### src/design/lps_defines.vh
// Register map, field positions and timing constants of the line output and sequencer bank
`ifndef LPS_DEFINES_VH
`define LPS_DEFINES_VH

// ************************************
// Register indices and bus addressing
// ************************************
`define LPS_ADDR_W 12
`define LPS_IDX_LINEOUT 8'h5E
`define LPS_IDX_PUMP 8'h62
`define LPS_IDX_MODE 8'h68
`define LPS_IDX_SEQ0 8'h6C
`define LPS_IDX_STEP1 8'h6D
`define LPS_IDX_STEP2 8'h6E
`define LPS_IDX_SEQ3 8'h6F
`define LPS_IDX_STAT 8'h70

// ************************************
// Decoded register selects
// ************************************
`define LPS_SEL_NONE 4'h0
`define LPS_SEL_LINEOUT 4'h1
`define LPS_SEL_PUMP 4'h2
`define LPS_SEL_MODE 4'h3
`define LPS_SEL_SEQ0 4'h4
`define LPS_SEL_STEP1 4'h5
`define LPS_SEL_STEP2 4'h6
`define LPS_SEL_SEQ3 4'h7
`define LPS_SEL_STAT 4'h8

// ************************************
// Field positions
// ************************************
`define LPS_BIT_L_SHORT 7
`define LPS_BIT_L_FINAL 6
`define LPS_BIT_L_MIDDLE 5
`define LPS_BIT_L_INPUT 4
`define LPS_BIT_R_SHORT 3
`define LPS_BIT_R_FINAL 2
`define LPS_BIT_R_MIDDLE 1
`define LPS_BIT_R_INPUT 0
`define LPS_BIT_PUMP_ON 0
`define LPS_BIT_TRACKING 0
`define LPS_BIT_SEQ_ENA 8
`define LPS_BIT_GO 8
`define LPS_BIT_ABORT 9
`define LPS_BIT_LAST 14
`define LPS_RESET_16 16'h0000

// ************************************
// Sequencer memory and timing
// ************************************
`define LPS_RAM_DEPTH 32
`define LPS_STEP_W 28
`define LPS_STEP_UNIT_NS 62500
`define LPS_CLK_NS 5
`define LPS_WAIT_OFFSET 16'h0008
`define LPS_RESP_OKAY 2'b00
`define LPS_RESP_SLVERR 2'b10

`endif

### src/design/lps_step_ram.v
// Step memory of the write sequencer, registered read port
`timescale 1ns/1ps
`include "lps_defines.vh"
module lps_step_ram #(
   parameter DEPTH = `LPS_RAM_DEPTH,
   parameter WIDTH = `LPS_STEP_W,
   parameter AW = 5
) (
   input wire aclk,
   input wire we,
   input wire [AW-1:0] waddr,
   input wire [WIDTH-1:0] wdata,
   input wire [AW-1:0] raddr,
   output reg [WIDTH-1:0] rdata
);
   reg [WIDTH-1:0] mem [0:DEPTH-1];

   always @(posedge aclk) begin
      if (we) begin
         mem[waddr] <= wdata;
      end
      rdata <= mem[raddr];
   end
endmodule // lps_step_ram

### src/design/lps_regs.v
// Line output, charge pump and write sequencer register bank on AXI4-Lite
// Contract
// - Each line output stays shorted until its short-release bit (7 left, 3 right) is 1.
// - Final drive stage follows its bit: 6 left, 2 right.
// - Intermediate stage follows its bit: 5 left, 1 right.
// - Input stage follows its bit: 4 left, 0 right.
// - Bit 0 selects pump supply from volume settings (0) or live level (1).
// - Writes to step registers are copied into memory at the 5-bit write index.
// - Write index values 0 to 31 address only writable step memory.
// - Start runs steps from start index until a last step, then clears itself.
// - Each step takes 62.5us times (two to the wait code plus 8).
// - Abort ends the running sequence at once and returns control to software.
// - Each step writes a 1 to 8 bit field at lsb position 0 to 15.
`timescale 1ns/1ps
`include "lps_defines.vh"
module lps_regs #(
   parameter [15:0] STEP_UNIT_CYCLES = `LPS_STEP_UNIT_NS / `LPS_CLK_NS
) (
   input wire aclk,
   input wire aresetn,
   input wire [`LPS_ADDR_W-1:0] s_axi_awaddr,
   input wire [2:0] s_axi_awprot,
   input wire s_axi_awvalid,
   output wire s_axi_awready,
   input wire [31:0] s_axi_wdata,
   input wire [3:0] s_axi_wstrb,
   input wire s_axi_wvalid,
   output wire s_axi_wready,
   output reg [1:0] s_axi_bresp,
   output reg s_axi_bvalid,
   input wire s_axi_bready,
   input wire [`LPS_ADDR_W-1:0] s_axi_araddr,
   input wire [2:0] s_axi_arprot,
   input wire s_axi_arvalid,
   output wire s_axi_arready,
   output reg [31:0] s_axi_rdata,
   output reg [1:0] s_axi_rresp,
   output reg s_axi_rvalid,
   input wire s_axi_rready,
   output wire left_line_short_release,
   output wire left_line_final_stage_on,
   output wire left_line_middle_stage_on,
   output wire left_line_input_stage_on,
   output wire right_line_short_release,
   output wire right_line_final_stage_on,
   output wire right_line_middle_stage_on,
   output wire right_line_input_stage_on,
   output wire pump_enable,
   output wire pump_level_tracking,
   output wire sequencer_busy
);
   // ************************************
   // State codes
   // ************************************
   localparam [1:0] ST_IDLE = 2'b00;
   localparam [1:0] ST_FETCH = 2'b01;
   localparam [1:0] ST_EXEC = 2'b10;
   localparam [1:0] ST_WAIT = 2'b11;

   // ************************************
   // Helper functions
   // ************************************
   function [3:0] decode;
      input [`LPS_ADDR_W-1:0] a;
      begin
         if (a == {2'b00, `LPS_IDX_LINEOUT, 2'b00}) decode = `LPS_SEL_LINEOUT;
         else if (a == {2'b00, `LPS_IDX_PUMP, 2'b00}) decode = `LPS_SEL_PUMP;
         else if (a == {2'b00, `LPS_IDX_MODE, 2'b00}) decode = `LPS_SEL_MODE;
         else if (a == {2'b00, `LPS_IDX_SEQ0, 2'b00}) decode = `LPS_SEL_SEQ0;
         else if (a == {2'b00, `LPS_IDX_STEP1, 2'b00}) decode = `LPS_SEL_STEP1;
         else if (a == {2'b00, `LPS_IDX_STEP2, 2'b00}) decode = `LPS_SEL_STEP2;
         else if (a == {2'b00, `LPS_IDX_SEQ3, 2'b00}) decode = `LPS_SEL_SEQ3;
         else if (a == {2'b00, `LPS_IDX_STAT, 2'b00}) decode = `LPS_SEL_STAT;
         else decode = `LPS_SEL_NONE;
      end
   endfunction

   // Byte lanes 0 and 1 only; upper lanes have no storage
   function [15:0] merge;
      input [15:0] old;
      input [31:0] d;
      input [3:0] strb;
      begin
         merge = {strb[1] ? d[15:8] : old[15:8], strb[0] ? d[7:0] : old[7:0]};
      end
   endfunction

   // Insert a 1 to 8 bit field; bits beyond bit 15 fall off
   function [15:0] insert;
      input [15:0] old;
      input [7:0] d;
      input [3:0] lsb;
      input [2:0] wcode;
      reg [15:0] mask;
      begin
         mask = ((16'h0002 << wcode) - 16'h0001) << lsb;
         insert = (old & ~mask) | (({8'h00, d} << lsb) & mask);
      end
   endfunction

   // ************************************
   // Storage
   // ************************************
   reg [7:0] line_stage;
   reg pump_on;
   reg tracking;
   reg seq_ena;
   reg [4:0] step_write_index;
   reg [14:0] step1;
   reg [14:0] step2;
   reg [5:0] start_index;
   reg sequencer_go;
   reg [5:0] cur_index;
   reg [1:0] state;
   reg [15:0] unit_cnt;
   reg [15:0] mult_cnt;
   reg [15:0] mult_target;
   reg ram_we;
   reg [`LPS_ADDR_W-1:0] aw_addr;
   reg aw_full;
   reg [31:0] w_data;
   reg [3:0] w_strb;
   reg w_full;
   wire [`LPS_STEP_W-1:0] step_word;
   wire [3:0] wr_sel;
   wire [3:0] rd_sel;
   wire wr_fire;
   wire rd_fire;
   wire [15:0] wd_line;
   wire [15:0] wd_pump;
   wire [15:0] wd_mode;
   wire [15:0] wd_seq0;
   wire [15:0] wd_step1;
   wire [15:0] wd_step2;
   wire [15:0] wd_seq3;
   wire [15:0] seq_line;
   wire [15:0] seq_pump;
   wire [15:0] seq_mode;
   wire [7:0] ex_data;
   wire [7:0] ex_addr;
   wire [3:0] ex_lsb;
   wire [2:0] ex_width;
   wire [3:0] ex_wait;
   wire ex_last;
   wire unit_done;
   reg [31:0] next_rdata;

   // ************************************
   // Outputs
   // ************************************
   assign left_line_short_release = line_stage[`LPS_BIT_L_SHORT];
   assign left_line_final_stage_on = line_stage[`LPS_BIT_L_FINAL];
   assign left_line_middle_stage_on = line_stage[`LPS_BIT_L_MIDDLE];
   assign left_line_input_stage_on = line_stage[`LPS_BIT_L_INPUT];
   assign right_line_short_release = line_stage[`LPS_BIT_R_SHORT];
   assign right_line_final_stage_on = line_stage[`LPS_BIT_R_FINAL];
   assign right_line_middle_stage_on = line_stage[`LPS_BIT_R_MIDDLE];
   assign right_line_input_stage_on = line_stage[`LPS_BIT_R_INPUT];
   assign pump_enable = pump_on;
   assign pump_level_tracking = tracking;
   assign sequencer_busy = (state != ST_IDLE);

   // ************************************
   // AXI4-Lite handshakes
   // ************************************
   assign s_axi_awready = ~aw_full;
   assign s_axi_wready = ~w_full;
   assign wr_fire = aw_full & w_full & ~s_axi_bvalid;
   assign s_axi_arready = ~s_axi_rvalid;
   assign rd_fire = s_axi_arvalid & ~s_axi_rvalid;
   assign wr_sel = decode(aw_addr);
   assign rd_sel = decode(s_axi_araddr);

   assign wd_line = merge({8'h00, line_stage}, w_data, w_strb);
   assign wd_pump = merge({15'h0000, pump_on}, w_data, w_strb);
   assign wd_mode = merge({15'h0000, tracking}, w_data, w_strb);
   assign wd_seq0 = merge({7'h00, seq_ena, 3'h0, step_write_index}, w_data, w_strb);
   assign wd_step1 = merge({1'b0, step1}, w_data, w_strb);
   assign wd_step2 = merge({1'b0, step2}, w_data, w_strb);
   assign wd_seq3 = merge({7'h00, sequencer_go, 2'b00, start_index}, w_data, w_strb);

   // ************************************
   // Step memory
   // ************************************
   // Step word: last, wait code, width, lsb, target index, data
   lps_step_ram #(
      .DEPTH(`LPS_RAM_DEPTH),
      .WIDTH(`LPS_STEP_W),
      .AW(5)
   ) u_ram (
      .aclk(aclk),
      .we(ram_we),
      .waddr(step_write_index),
      .wdata({step2[14], step2[11:8], step1[14:12], step1[11:8], step1[7:0], step2[7:0]}),
      .raddr(cur_index[4:0]),
      .rdata(step_word)
   );

   assign ex_last = step_word[27];
   assign ex_wait = step_word[26:23];
   assign ex_width = step_word[22:20];
   assign ex_lsb = step_word[19:16];
   assign ex_addr = step_word[15:8];
   assign ex_data = step_word[7:0];
   assign seq_line = insert({8'h00, line_stage}, ex_data, ex_lsb, ex_width);
   assign seq_pump = insert({15'h0000, pump_on}, ex_data, ex_lsb, ex_width);
   assign seq_mode = insert({15'h0000, tracking}, ex_data, ex_lsb, ex_width);
   assign unit_done = (unit_cnt == STEP_UNIT_CYCLES - 16'h0001);

   // ************************************
   // Register file and sequencer
   // ************************************
   always @(posedge aclk) begin
      if (!aresetn) begin
         line_stage <= 8'h00;
         pump_on <= 1'b0;
         tracking <= 1'b0;
         seq_ena <= 1'b0;
         step_write_index <= 5'h00;
         step1 <= 15'h0000;
         step2 <= 15'h0000;
         start_index <= 6'h00;
         sequencer_go <= 1'b0;
         cur_index <= 6'h00;
         state <= ST_IDLE;
         unit_cnt <= 16'h0000;
         mult_cnt <= 16'h0000;
         mult_target <= 16'h0000;
         ram_we <= 1'b0;
         aw_addr <= {`LPS_ADDR_W{1'b0}};
         aw_full <= 1'b0;
         w_data <= 32'h00000000;
         w_strb <= 4'h0;
         w_full <= 1'b0;
         s_axi_bvalid <= 1'b0;
         s_axi_bresp <= `LPS_RESP_OKAY;
      end else begin
         // Address and data are caught independently, in either order
         if (s_axi_awvalid && !aw_full) begin
            aw_addr <= s_axi_awaddr;
            aw_full <= 1'b1;
         end
         if (s_axi_wvalid && !w_full) begin
            w_data <= s_axi_wdata;
            w_strb <= s_axi_wstrb;
            w_full <= 1'b1;
         end
         if (s_axi_bvalid && s_axi_bready) begin
            s_axi_bvalid <= 1'b0;
         end
         ram_we <= 1'b0;

         // Sequencer; its writes come before bus writes, so software wins a tie
         case (state)
            ST_IDLE: begin
               unit_cnt <= 16'h0000;
               mult_cnt <= 16'h0000;
               if (sequencer_go && seq_ena) begin
                  cur_index <= start_index;
                  state <= ST_FETCH;
               end else begin
                  sequencer_go <= 1'b0;
               end
            end
            ST_FETCH: begin
               // Only writable steps exist; anything above ends the run
               if (cur_index[5]) begin
                  sequencer_go <= 1'b0;
                  state <= ST_IDLE;
               end else begin
                  state <= ST_EXEC;
               end
            end
            ST_EXEC: begin
               if (ex_addr == `LPS_IDX_LINEOUT) line_stage <= seq_line[7:0];
               if (ex_addr == `LPS_IDX_PUMP) pump_on <= seq_pump[0];
               if (ex_addr == `LPS_IDX_MODE) tracking <= seq_mode[0];
               mult_target <= (16'h0001 << ex_wait) + `LPS_WAIT_OFFSET;
               unit_cnt <= 16'h0001;
               mult_cnt <= 16'h0000;
               state <= ST_WAIT;
            end
            ST_WAIT: begin
               // Exec cycle counts toward the step time
               if (unit_done) begin
                  unit_cnt <= 16'h0000;
                  if (mult_cnt == mult_target - 16'h0001) begin
                     if (ex_last) begin
                        sequencer_go <= 1'b0;
                        state <= ST_IDLE;
                     end else begin
                        cur_index <= cur_index + 6'h01;
                        state <= ST_FETCH;
                     end
                  end else begin
                     mult_cnt <= mult_cnt + 16'h0001;
                  end
               end else begin
                  unit_cnt <= unit_cnt + 16'h0001;
               end
            end
            default: begin
               state <= ST_IDLE;
            end
         endcase

         // Dropping the enable mid-run stops like an abort
         if (state != ST_IDLE && !seq_ena) begin
            sequencer_go <= 1'b0;
            state <= ST_IDLE;
         end

         // Bus write
         if (wr_fire) begin
            aw_full <= 1'b0;
            w_full <= 1'b0;
            s_axi_bvalid <= 1'b1;
            s_axi_bresp <= `LPS_RESP_OKAY;
            case (wr_sel)
               `LPS_SEL_LINEOUT: line_stage <= wd_line[7:0];
               `LPS_SEL_PUMP: pump_on <= wd_pump[`LPS_BIT_PUMP_ON];
               `LPS_SEL_MODE: tracking <= wd_mode[`LPS_BIT_TRACKING];
               `LPS_SEL_SEQ0: begin
                  seq_ena <= wd_seq0[`LPS_BIT_SEQ_ENA];
                  step_write_index <= wd_seq0[4:0];
               end
               `LPS_SEL_STEP1: begin
                  step1 <= {wd_step1[14:12], wd_step1[11:8], wd_step1[7:0]};
                  ram_we <= 1'b1;
               end
               `LPS_SEL_STEP2: begin
                  step2 <= {wd_step2[14], 2'b00, wd_step2[11:8], wd_step2[7:0]};
                  ram_we <= 1'b1;
               end
               `LPS_SEL_SEQ3: begin
                  start_index <= wd_seq3[5:0];
                  if (wd_seq3[`LPS_BIT_ABORT]) begin
                     sequencer_go <= 1'b0;
                     state <= ST_IDLE;
                  end else if (wd_seq3[`LPS_BIT_GO] && seq_ena) begin
                     sequencer_go <= 1'b1;
                  end
               end
               `LPS_SEL_STAT: s_axi_bresp <= `LPS_RESP_OKAY;
               default: s_axi_bresp <= `LPS_RESP_SLVERR;
            endcase
         end
      end
   end

   // ************************************
   // Read path
   // ************************************
   always @* begin
      next_rdata = 32'h00000000;
      case (rd_sel)
         `LPS_SEL_LINEOUT: next_rdata[7:0] = line_stage;
         `LPS_SEL_PUMP: next_rdata[`LPS_BIT_PUMP_ON] = pump_on;
         `LPS_SEL_MODE: next_rdata[`LPS_BIT_TRACKING] = tracking;
         `LPS_SEL_SEQ0: next_rdata[15:0] = {7'h00, seq_ena, 3'h0, step_write_index};
         `LPS_SEL_STEP1: next_rdata[14:0] = step1;
         `LPS_SEL_STEP2: next_rdata[14:0] = step2;
         `LPS_SEL_SEQ3: next_rdata[15:0] = {7'h00, sequencer_go, 2'b00, start_index};
         `LPS_SEL_STAT: next_rdata[15:0] = {6'h00, cur_index, 3'h0, sequencer_busy};
         default: next_rdata = 32'h00000000;
      endcase
   end

   always @(posedge aclk) begin
      if (!aresetn) begin
         s_axi_rvalid <= 1'b0;
         s_axi_rdata <= 32'h00000000;
         s_axi_rresp <= `LPS_RESP_OKAY;
      end else if (rd_fire) begin
         s_axi_rvalid <= 1'b1;
         s_axi_rdata <= next_rdata;
         s_axi_rresp <= (rd_sel == `LPS_SEL_NONE) ? `LPS_RESP_SLVERR : `LPS_RESP_OKAY;
      end else if (s_axi_rready) begin
         s_axi_rvalid <= 1'b0;
      end
   end
endmodule // lps_regs

### config.mk
export PLATFORM = sky130hd
export DESIGN_NAME = lps_regs
export DESIGN_NICKNAME = d
export VERILOG_FILES = /design/src/design/lps_step_ram.v /design/src/design/lps_regs.v
export VERILOG_INCLUDE_DIRS = /design/src /design/src/design
export SDC_FILE = /design/constraint.sdc
export NUM_CORES = 1
export LEC_CHECK = 0
export BUFFER_PORTS_ARGS = -buffer_cell sky130_fd_sc_hd__buf_2
export CAP_MARGIN = 15
export CORE_ASPECT_RATIO = 1.2
export CORE_MARGIN = 1.5
export CORE_UTILIZATION = 58
export CTS_BUF_LIST = sky130_fd_sc_hd__clkbuf_8
export DETAILED_ROUTE_END_ITERATION = 8
export HOLD_SLACK_MARGIN = 0.1
export PLACE_DENSITY = 0.79
export SLEW_MARGIN = 20
export SYNTH_ARGS = -nofsm -noshare
export SYNTH_HDL_FRONTEND = slang
export SYNTH_SLANG_ARGS = --single-unit
### constraint.sdc
create_clock -name aclk -period 3.08 [get_ports aclk]
set_clock_uncertainty 0.15 [all_clocks]
set_input_delay 0.308 -clock aclk [delete_from_list [all_inputs] [get_ports aclk]]
set_output_delay 0.308 -clock aclk [all_outputs]
set_load 0.03 [all_outputs]
**Word level (Yosys, flattened, before mapping)**

Memory sizes are Yosys's and may differ from the RTL's. A register that Yosys moved wholly into a read port is not among the register bits.
Index checks and enable logic that the tools add are counted.

- Reduce and logical (&&, ||, !) cells: 31
- Equal/unequal tests: 48
- Shift-type cells: 4
- Bitwise gates (word level): 16
- $add $sub $neg: 6
- Multiplexer cells: 74

Operator list:

| kind | count |
|---|---|
| 12-bit by 9-bit equality test with 1-bit output (second input constant) | 16 |
| 4-bit two-way mux | 16 |
| 16-bit two-way mux | 3 |
| 16-bit case mux with 3 select lines | 1 |
| 7-bit case mux with 6 select lines | 1 |
| 8-bit two-way mux | 5 |
| 7-bit case mux with 5 select lines | 1 |
| 16-bit by 1-bit adder with 16-bit output (second input constant) | 2 |
| 4-bit by 3-bit equality test with 1-bit output (second input constant) | 8 |
| 16-bit case mux with 2 select lines | 1 |
| 16-bit by 1-bit subtractor with 16-bit output (second input constant) | 2 |
| 1-bit two-way mux | 27 |
| 8-bit by 7-bit equality test with 1-bit output (second input constant) | 3 |
| 6-bit two-way mux | 4 |
| 3-bit AND reduction | 8 |
| 2-bit two-way mux | 11 |
| 16-bit by 4-bit adder with 16-bit output (second input constant) | 1 |
| 8-bit AND | 2 |
| 16-bit by 14-bit equality test with 1-bit output (second input constant) | 1 |
| 16-bit equality test | 1 |
| 4-bit by 2-bit equality test with 1-bit output (second input constant) | 4 |
| 1-bit by 4-bit << shifter with 16-bit output (first input constant) | 1 |
| 16-bit by 4-bit << shifter with 8-bit output | 1 |
| 2-bit by 3-bit << shifter with 16-bit output (first input constant) | 1 |
| other kinds (27) | 58 |

- Logic and storage cells: 207
- Bits in writable memories: 896
- Output and inout port bits: 52
- Register bits after elaboration: 160
- Memories kept: 1

Memories:

| memory | depth | bits a word | read ports | clocked after memory_dff | write ports | RTL line | RTL |
|---|---|---|---|---|---|---|---|
| u_ram.mem | 32 | 28 | 1 | 1 | 1 | lps_step_ram.v:16 | `reg [WIDTH-1:0] mem [0:DEPTH-1];` |

**Longest topological paths before layout**

- Depth after elaboration: 12
- Depth in mapped cells: 13
- Gate-level depth less buffers: 10

**Hierarchy**

A second synthesis with hierarchy kept.

- Cells, all modules: 3037
- Area total of the unflattened synthesis: 43975.9 um^2

Modules (own cells, without submodules):

| module | area an instance (um^2) | times used | cells an instance |
|---|---|---|---|
| lps_step_ram | 35447.7 | 1 | 1984 |
| lps_regs | 8528.2 | 1 | 1053 |

**Worst setup path before layout**

No wires, ideal clock.

- Path kind: register -> register
- From: register mult_target[1]
- To: register state[0]
- Library setup time: 0.115 ns
- Stages on the path, launching flop included: 14
- Arrival time: 3.041 ns
- Required time: 2.815 ns
- Path buffers: 3
- Path slack: -0.226 ns
- Cells stage by stage: dfxtp_1 -> clkbuf_1 -> inv_1 -> ha_1 -> clkbuf_1 -> o21ba_2 -> a221oi_1 -> o221ai_1 -> or4_4 -> a2111oi_4 -> and2_2 -> buf_6 -> a41oi_1 -> o21a_1

- Cells in the longest elaborated chain, start to end: 9

RTL lines:

| item | RTL line | RTL |
|---|---|---|
| from (decl) | lps_regs.v:117 | `reg [15:0] mult_target;` |
| from (signal assigned) | lps_regs.v:278 | `` mult_target <= (16'h0001 << ex_wait) + `LPS_WAIT_OFFSET; `` |
| 16-bit by 1-bit subtractor with 16-bit output * | lps_regs.v:287 | `if (mult_cnt == mult_target - 16'h0001) begin` |
| 16-bit equality test * | lps_regs.v:287 |  |
| 2-bit two-way mux * | lps_regs.v:287 |  |
| 2-bit two-way mux * | lps_regs.v:285 | `if (unit_done) begin` |
| 2-bit case mux with 4 select lines * | lps_regs.v:254 | `case (state)` |
| 2-bit two-way mux * | lps_regs.v:308 | `if (state != ST_IDLE && !seq_ena) begin` |
| 2-bit two-way mux | lps_regs.v:337 | `` if (wd_seq3[`LPS_BIT_ABORT]) begin `` |
| 2-bit two-way mux | lps_regs.v:319 | `case (wr_sel)` |
| 2-bit two-way mux * | lps_regs.v:314 | `if (wr_fire) begin` |
| to (signal assigned) | lps_regs.v:303 | `state <= ST_IDLE;` |
| to (signal assigned) | lps_regs.v:310 | `state <= ST_IDLE;` |
| to (signal assigned) | lps_regs.v:339 | `state <= ST_IDLE;` |
| to (decl) | lps_regs.v:114 | `reg [1:0] state;` |

Mark *: on every way between the ends. The rest lies on a longest branch, timed or not.
A chain may end at the register's enable or synchronous reset.

**Worst setup path in the final report**

- From: input port s_axi_araddr[0]
- To: register s_axi_rdata[0]

- Cells in the longest elaborated chain, start to end: 11
- Elaborated cells between the ends (all ways): 25
- Those cells by class: 16 x eq/ne; 9 x mux

RTL lines:

| item | RTL line | RTL |
|---|---|---|
| from (decl) | lps_regs.v:32 | `` input wire [`LPS_ADDR_W-1:0] s_axi_araddr, `` |
| 12-bit by 9-bit equality test with 1-bit output | lps_regs.v:73 | `` else if (a == {2'b00, `LPS_IDX_STAT, 2'b00}) decode = `LPS_SEL_STAT; `` |
| 4-bit two-way mux | lps_regs.v:73 |  |
| 4-bit two-way mux | lps_regs.v:72 | `` else if (a == {2'b00, `LPS_IDX_SEQ3, 2'b00}) decode = `LPS_SEL_SEQ3; `` |
| 4-bit two-way mux | lps_regs.v:71 | `` else if (a == {2'b00, `LPS_IDX_STEP2, 2'b00}) decode = `LPS_SEL_STEP2; `` |
| 4-bit two-way mux | lps_regs.v:70 | `` else if (a == {2'b00, `LPS_IDX_STEP1, 2'b00}) decode = `LPS_SEL_STEP1; `` |
| 4-bit two-way mux | lps_regs.v:69 | `` else if (a == {2'b00, `LPS_IDX_SEQ0, 2'b00}) decode = `LPS_SEL_SEQ0; `` |
| 4-bit two-way mux | lps_regs.v:68 | `` else if (a == {2'b00, `LPS_IDX_MODE, 2'b00}) decode = `LPS_SEL_MODE; `` |
| 4-bit two-way mux | lps_regs.v:67 | `` else if (a == {2'b00, `LPS_IDX_PUMP, 2'b00}) decode = `LPS_SEL_PUMP; `` |
| 4-bit two-way mux * | lps_regs.v:66 | `` if (a == {2'b00, `LPS_IDX_LINEOUT, 2'b00}) decode = `LPS_SEL_LINEOUT; `` |
| 4-bit equality test (tied with other cells) | lps_regs.v:356 | `case (rd_sel)` |
| 1-bit case mux with 8 select lines * | lps_regs.v:356 |  |
| to (signal assigned) | lps_regs.v:376 | `s_axi_rdata <= next_rdata;` |
| to (decl) | lps_regs.v:36 | `output reg [31:0] s_axi_rdata,` |

Marks and branches as above.

==> reports/metrics.yaml <==
outcome: "finished, final reports clean"
power_frac_comb_pct: 1.4
grt_overflow: 0
cts.sinks: 1082
yosys_most_used_dff: "edfxtp_1"
syn-cell-area_mm2: 0.04289
synth_most_common_cell: "edfxtp_1"
yosysTopAreaCell: "edfxtp_1"
cp_top_family: "buffers and inverters"
dr.pass1.iters: 6
cp-end-kind: "flop"
stdcell_count: 3823
fin_nets: 2827
synth_top_cell_area_share_pct: 62.73
drv_cap: 0
dp_slack_ns: -0.2654
syn-mean-instance-area_um2: 17.79
fin_crit_sh_pct: 99.04
numPortBuffers: 80
die_w_um: 251.2
setup_slack_ns: 0.02970
antenna_found_initial: 4
numCtsBuffers: 157
dp.cells: 3440
ys_seq_area_share_pct: 71.41
ys_types: 79
pwr-share-seq_pct: 58.4
cp.arrival_ns: 3.63
async_reset_ff_share_pct: 0
rsz0062_at_grt: "no"
cp_cell_sequence: "dlygate4sd3_1 -> buf_2 -> nor2_1 -> dlygate4sd3_1 -> nand2_1 -> dlygate4sd3_1 -> a211oi_2 -> dlygate4sd3_1 -> nand3_1 -> a311oi_1"
p_int_mw: 21.16
vias: 25121
path_class: "in -> reg"
ys_top_cells_by_area: "edfxtp_1 63%, mux4_2 15%, dfxtp_1 8.7%"
synth_top_family_by_area: "multiplexers"
p_sw_share_pct: 21.31
dpl.hpwl_um: 64110
cp_common_cell: "dlygate4sd3_1"
grt_use_total_pct: 29.34
io_pins: 125
grt_max_degree: 61
htreeDepth: 4
slew_headroom_pct: 35.19
synth-compound-area-share_pct: 4.002
cts_root_buf: "clkbuf_8"
synth.area.mux_share_pct: 16.34
grt_pass1_wl_um: 160800
yosys_warnings: 0
max_freq_mhz: 327.8
syn_to_final_growth_pct: 15.76
yosys-top-cells-count: "896 x edfxtp_1, 281 x mux4_2, 186 x dfxtp_1, 153 x nand2_1, 143 x nor2_1"
fill_cells: 4422
p_switching_mw: 5.729
cp_slowest_stage_delay_ns: 0.64
worstSetupStartpointType: "input pin"
num_rows: 109
clock_path_buffers: 3
worstMarginPinSlew_ns: 0.9701
cts.clk_slew.worst_paths_ns: 0.07
synth_edf_count: 896
crit_buf_inv: 5
setup_violations: 0
synth_fa_ha_area_share_pct: 0.1459
clk_latency_ns: 0.84
ys_seq_elements: 1082
hp-class: "in -> reg"
viasPerCell: 6.571
synthXorXnorAreaFrac_pct: 0.3676
period_minus_slack_ns: 3.050
post-route-util_pct: 67.67
place.gp.congestion: 0.8905
drc: 0
crit_slowest_cell: "dlygate4sd3_1"
fp.dieH_um: 300.9
power_density_mw_per_mm2: 541.5
drive_above_1_share_pct: 28.67
timing.final.hold_violations: 0
ir_drop_mv: 0.3511
cts_tree: "yes"
ant_nets: 0
grt_pass1_vias: 25267
synthCells: 2411
synthSimpleGateAreaFrac_pct: 6.024
maxSlewViolCount: 0
die-area_mm2: 0.07560
critical_path_required_ns: 3.66
clkPwrFrac_pct: 40.3
p_leak_nw: 16.22
core_area_mm2: 0.07337
routedWlPerCell_um: 28.63
initial_core_util_pct: 58.46
drtIter0Drc: 2982
path_max_fanout: 2
drt_wl_total_um: 109500
flip-flops by register name (all words and copies together), names as in the netlist, 5 cells and up:
signal / count
start_index: 6
u_ram.rdata: 28
mult_cnt: 16
u_ram.mem: 896
step_write_index: 5
w_data: 15
aw_addr: 12
unit_cnt: 16
step1: 15
line_stage: 8
step2: 13
mult_target: 16
s_axi_rdata: 15
cur_index: 6
power by group through the flow:
stage / sequential (mW) / clock [mW] / combinational, mW
final: 15.7 / 10.8 / 0.368
after CTS: 15.7 / 11.0 / 0.344
after floorplan: 16.0 / 0 / 0.185
after detailed placement: 16.0 / 0 / 0.267
after global placement: 16.0 / 0 / 0.257
after global routing: 15.7 / 11.6 / 0.390
cell type report:
type / instances / area [um2] / share of cell area (%)
Clock buffer: 169 / 2326 / 4.685
Sequential cell: 1082 / 30650 / 61.73
Multi-Input combinational cell: 1182 / 11960 / 24.09
Timing Repair Buffer: 311 / 2821 / 5.683
Clock inverter: 119 / 649.4 / 1.308
Inverter: 15 / 57.56 / 0.1159
Antenna cell: 2 / 5.005 / 0.01008
Tap cell: 943 / 1180 / 2.376
per-stage QoR:
step	setup TNS [ns]	total power [mW]	cell area [um2]	hold WS (ns)
floorplan	0	16.18	42990	0.2570
global placement	-0.7045	16.25	45650	0.2907
detailed placement	-1.498	16.26	45650	0.2941
CTS	0	27.01	49550	0.1047
global route	0	27.67	49650	0.1562
finish	0	26.89	49650	0.1726
cell families after synthesis:
logic type	after synthesis
AND/OR/NAND/NOR	522
other	1
flip-flops	1082
XOR/XNOR	18
buffers and inverters	168
adder cells (fa/ha/maj)	5
AO/OA/AOI/OAI	270
multiplexers	345
layout by cell type, fill, tap and decap left out, types with 19 or more instances in the layout:
master           n
clkbuf_8       169
buf_12          38
a22oi_1         19
mux2_2          32
nor3_1          27
nor2_1         109
mux4_2         281
dfxtp_1        178
o21ai_0         39
nor2_4          32
edfxtp_1       896
nand3_1         46
buf_4          109
inv_1           79
a21oi_1        114
mux2i_1         32
dlygate4sd3_1   83
buf_2           80
nand2_1        153
clkinv_1        22
conb_1          19
worst register-to-register path, stage by stage, from the launching register on:
cell       delay, ns
dfxtp_1         0.31
buf_4           0.16
or4_1           0.55
o221ai_1        0.22
o31ai_1         0.13
a21oi_2         0.20
a2111oi_4       0.07
buf_6           0.15
and2_4          0.16
buf_4           0.14
or4_1           0.46
a21oi_1         0.18
metal layers:
| layer | part of all wire, % | GRT usage (%) |
|---|---|---|
| met4 | 4.1 | 12.94 |
| met5 | 0.025 | 0 |
| met2 | 51 | 49.17 |
| met3 | 9.2 | 6.051 |
| met1 | 36 | 37.38 |
final timing paths:
path | from | endpoint | slack [ns] | cells past startpoint
worst max-delay path | s_axi_araddr[0] | s_axi_rdata[0] | 0.03 | 10
worst min-delay path | s_axi_wdata[6] | w_data[6] | 0.17 | 4
worst max register to register | mult_target[0] | mult_cnt[5] | 0.11 | 11
worst min register to register | s_axi_rdata[1] | s_axi_rdata[1] | 0.31 | 2
timing repair:
action                                  in CTS  in global routing
gates cloned                                 1                  2
hold buffers                                83                  0
setup buffers                                3                  4
hold endpoints to repair                    84                  0
pin swaps                                    5                  7
gates resized for setup                      9                 10
endpoints found under the setup margin      18                 27
(Power assumes the default switching activity.)
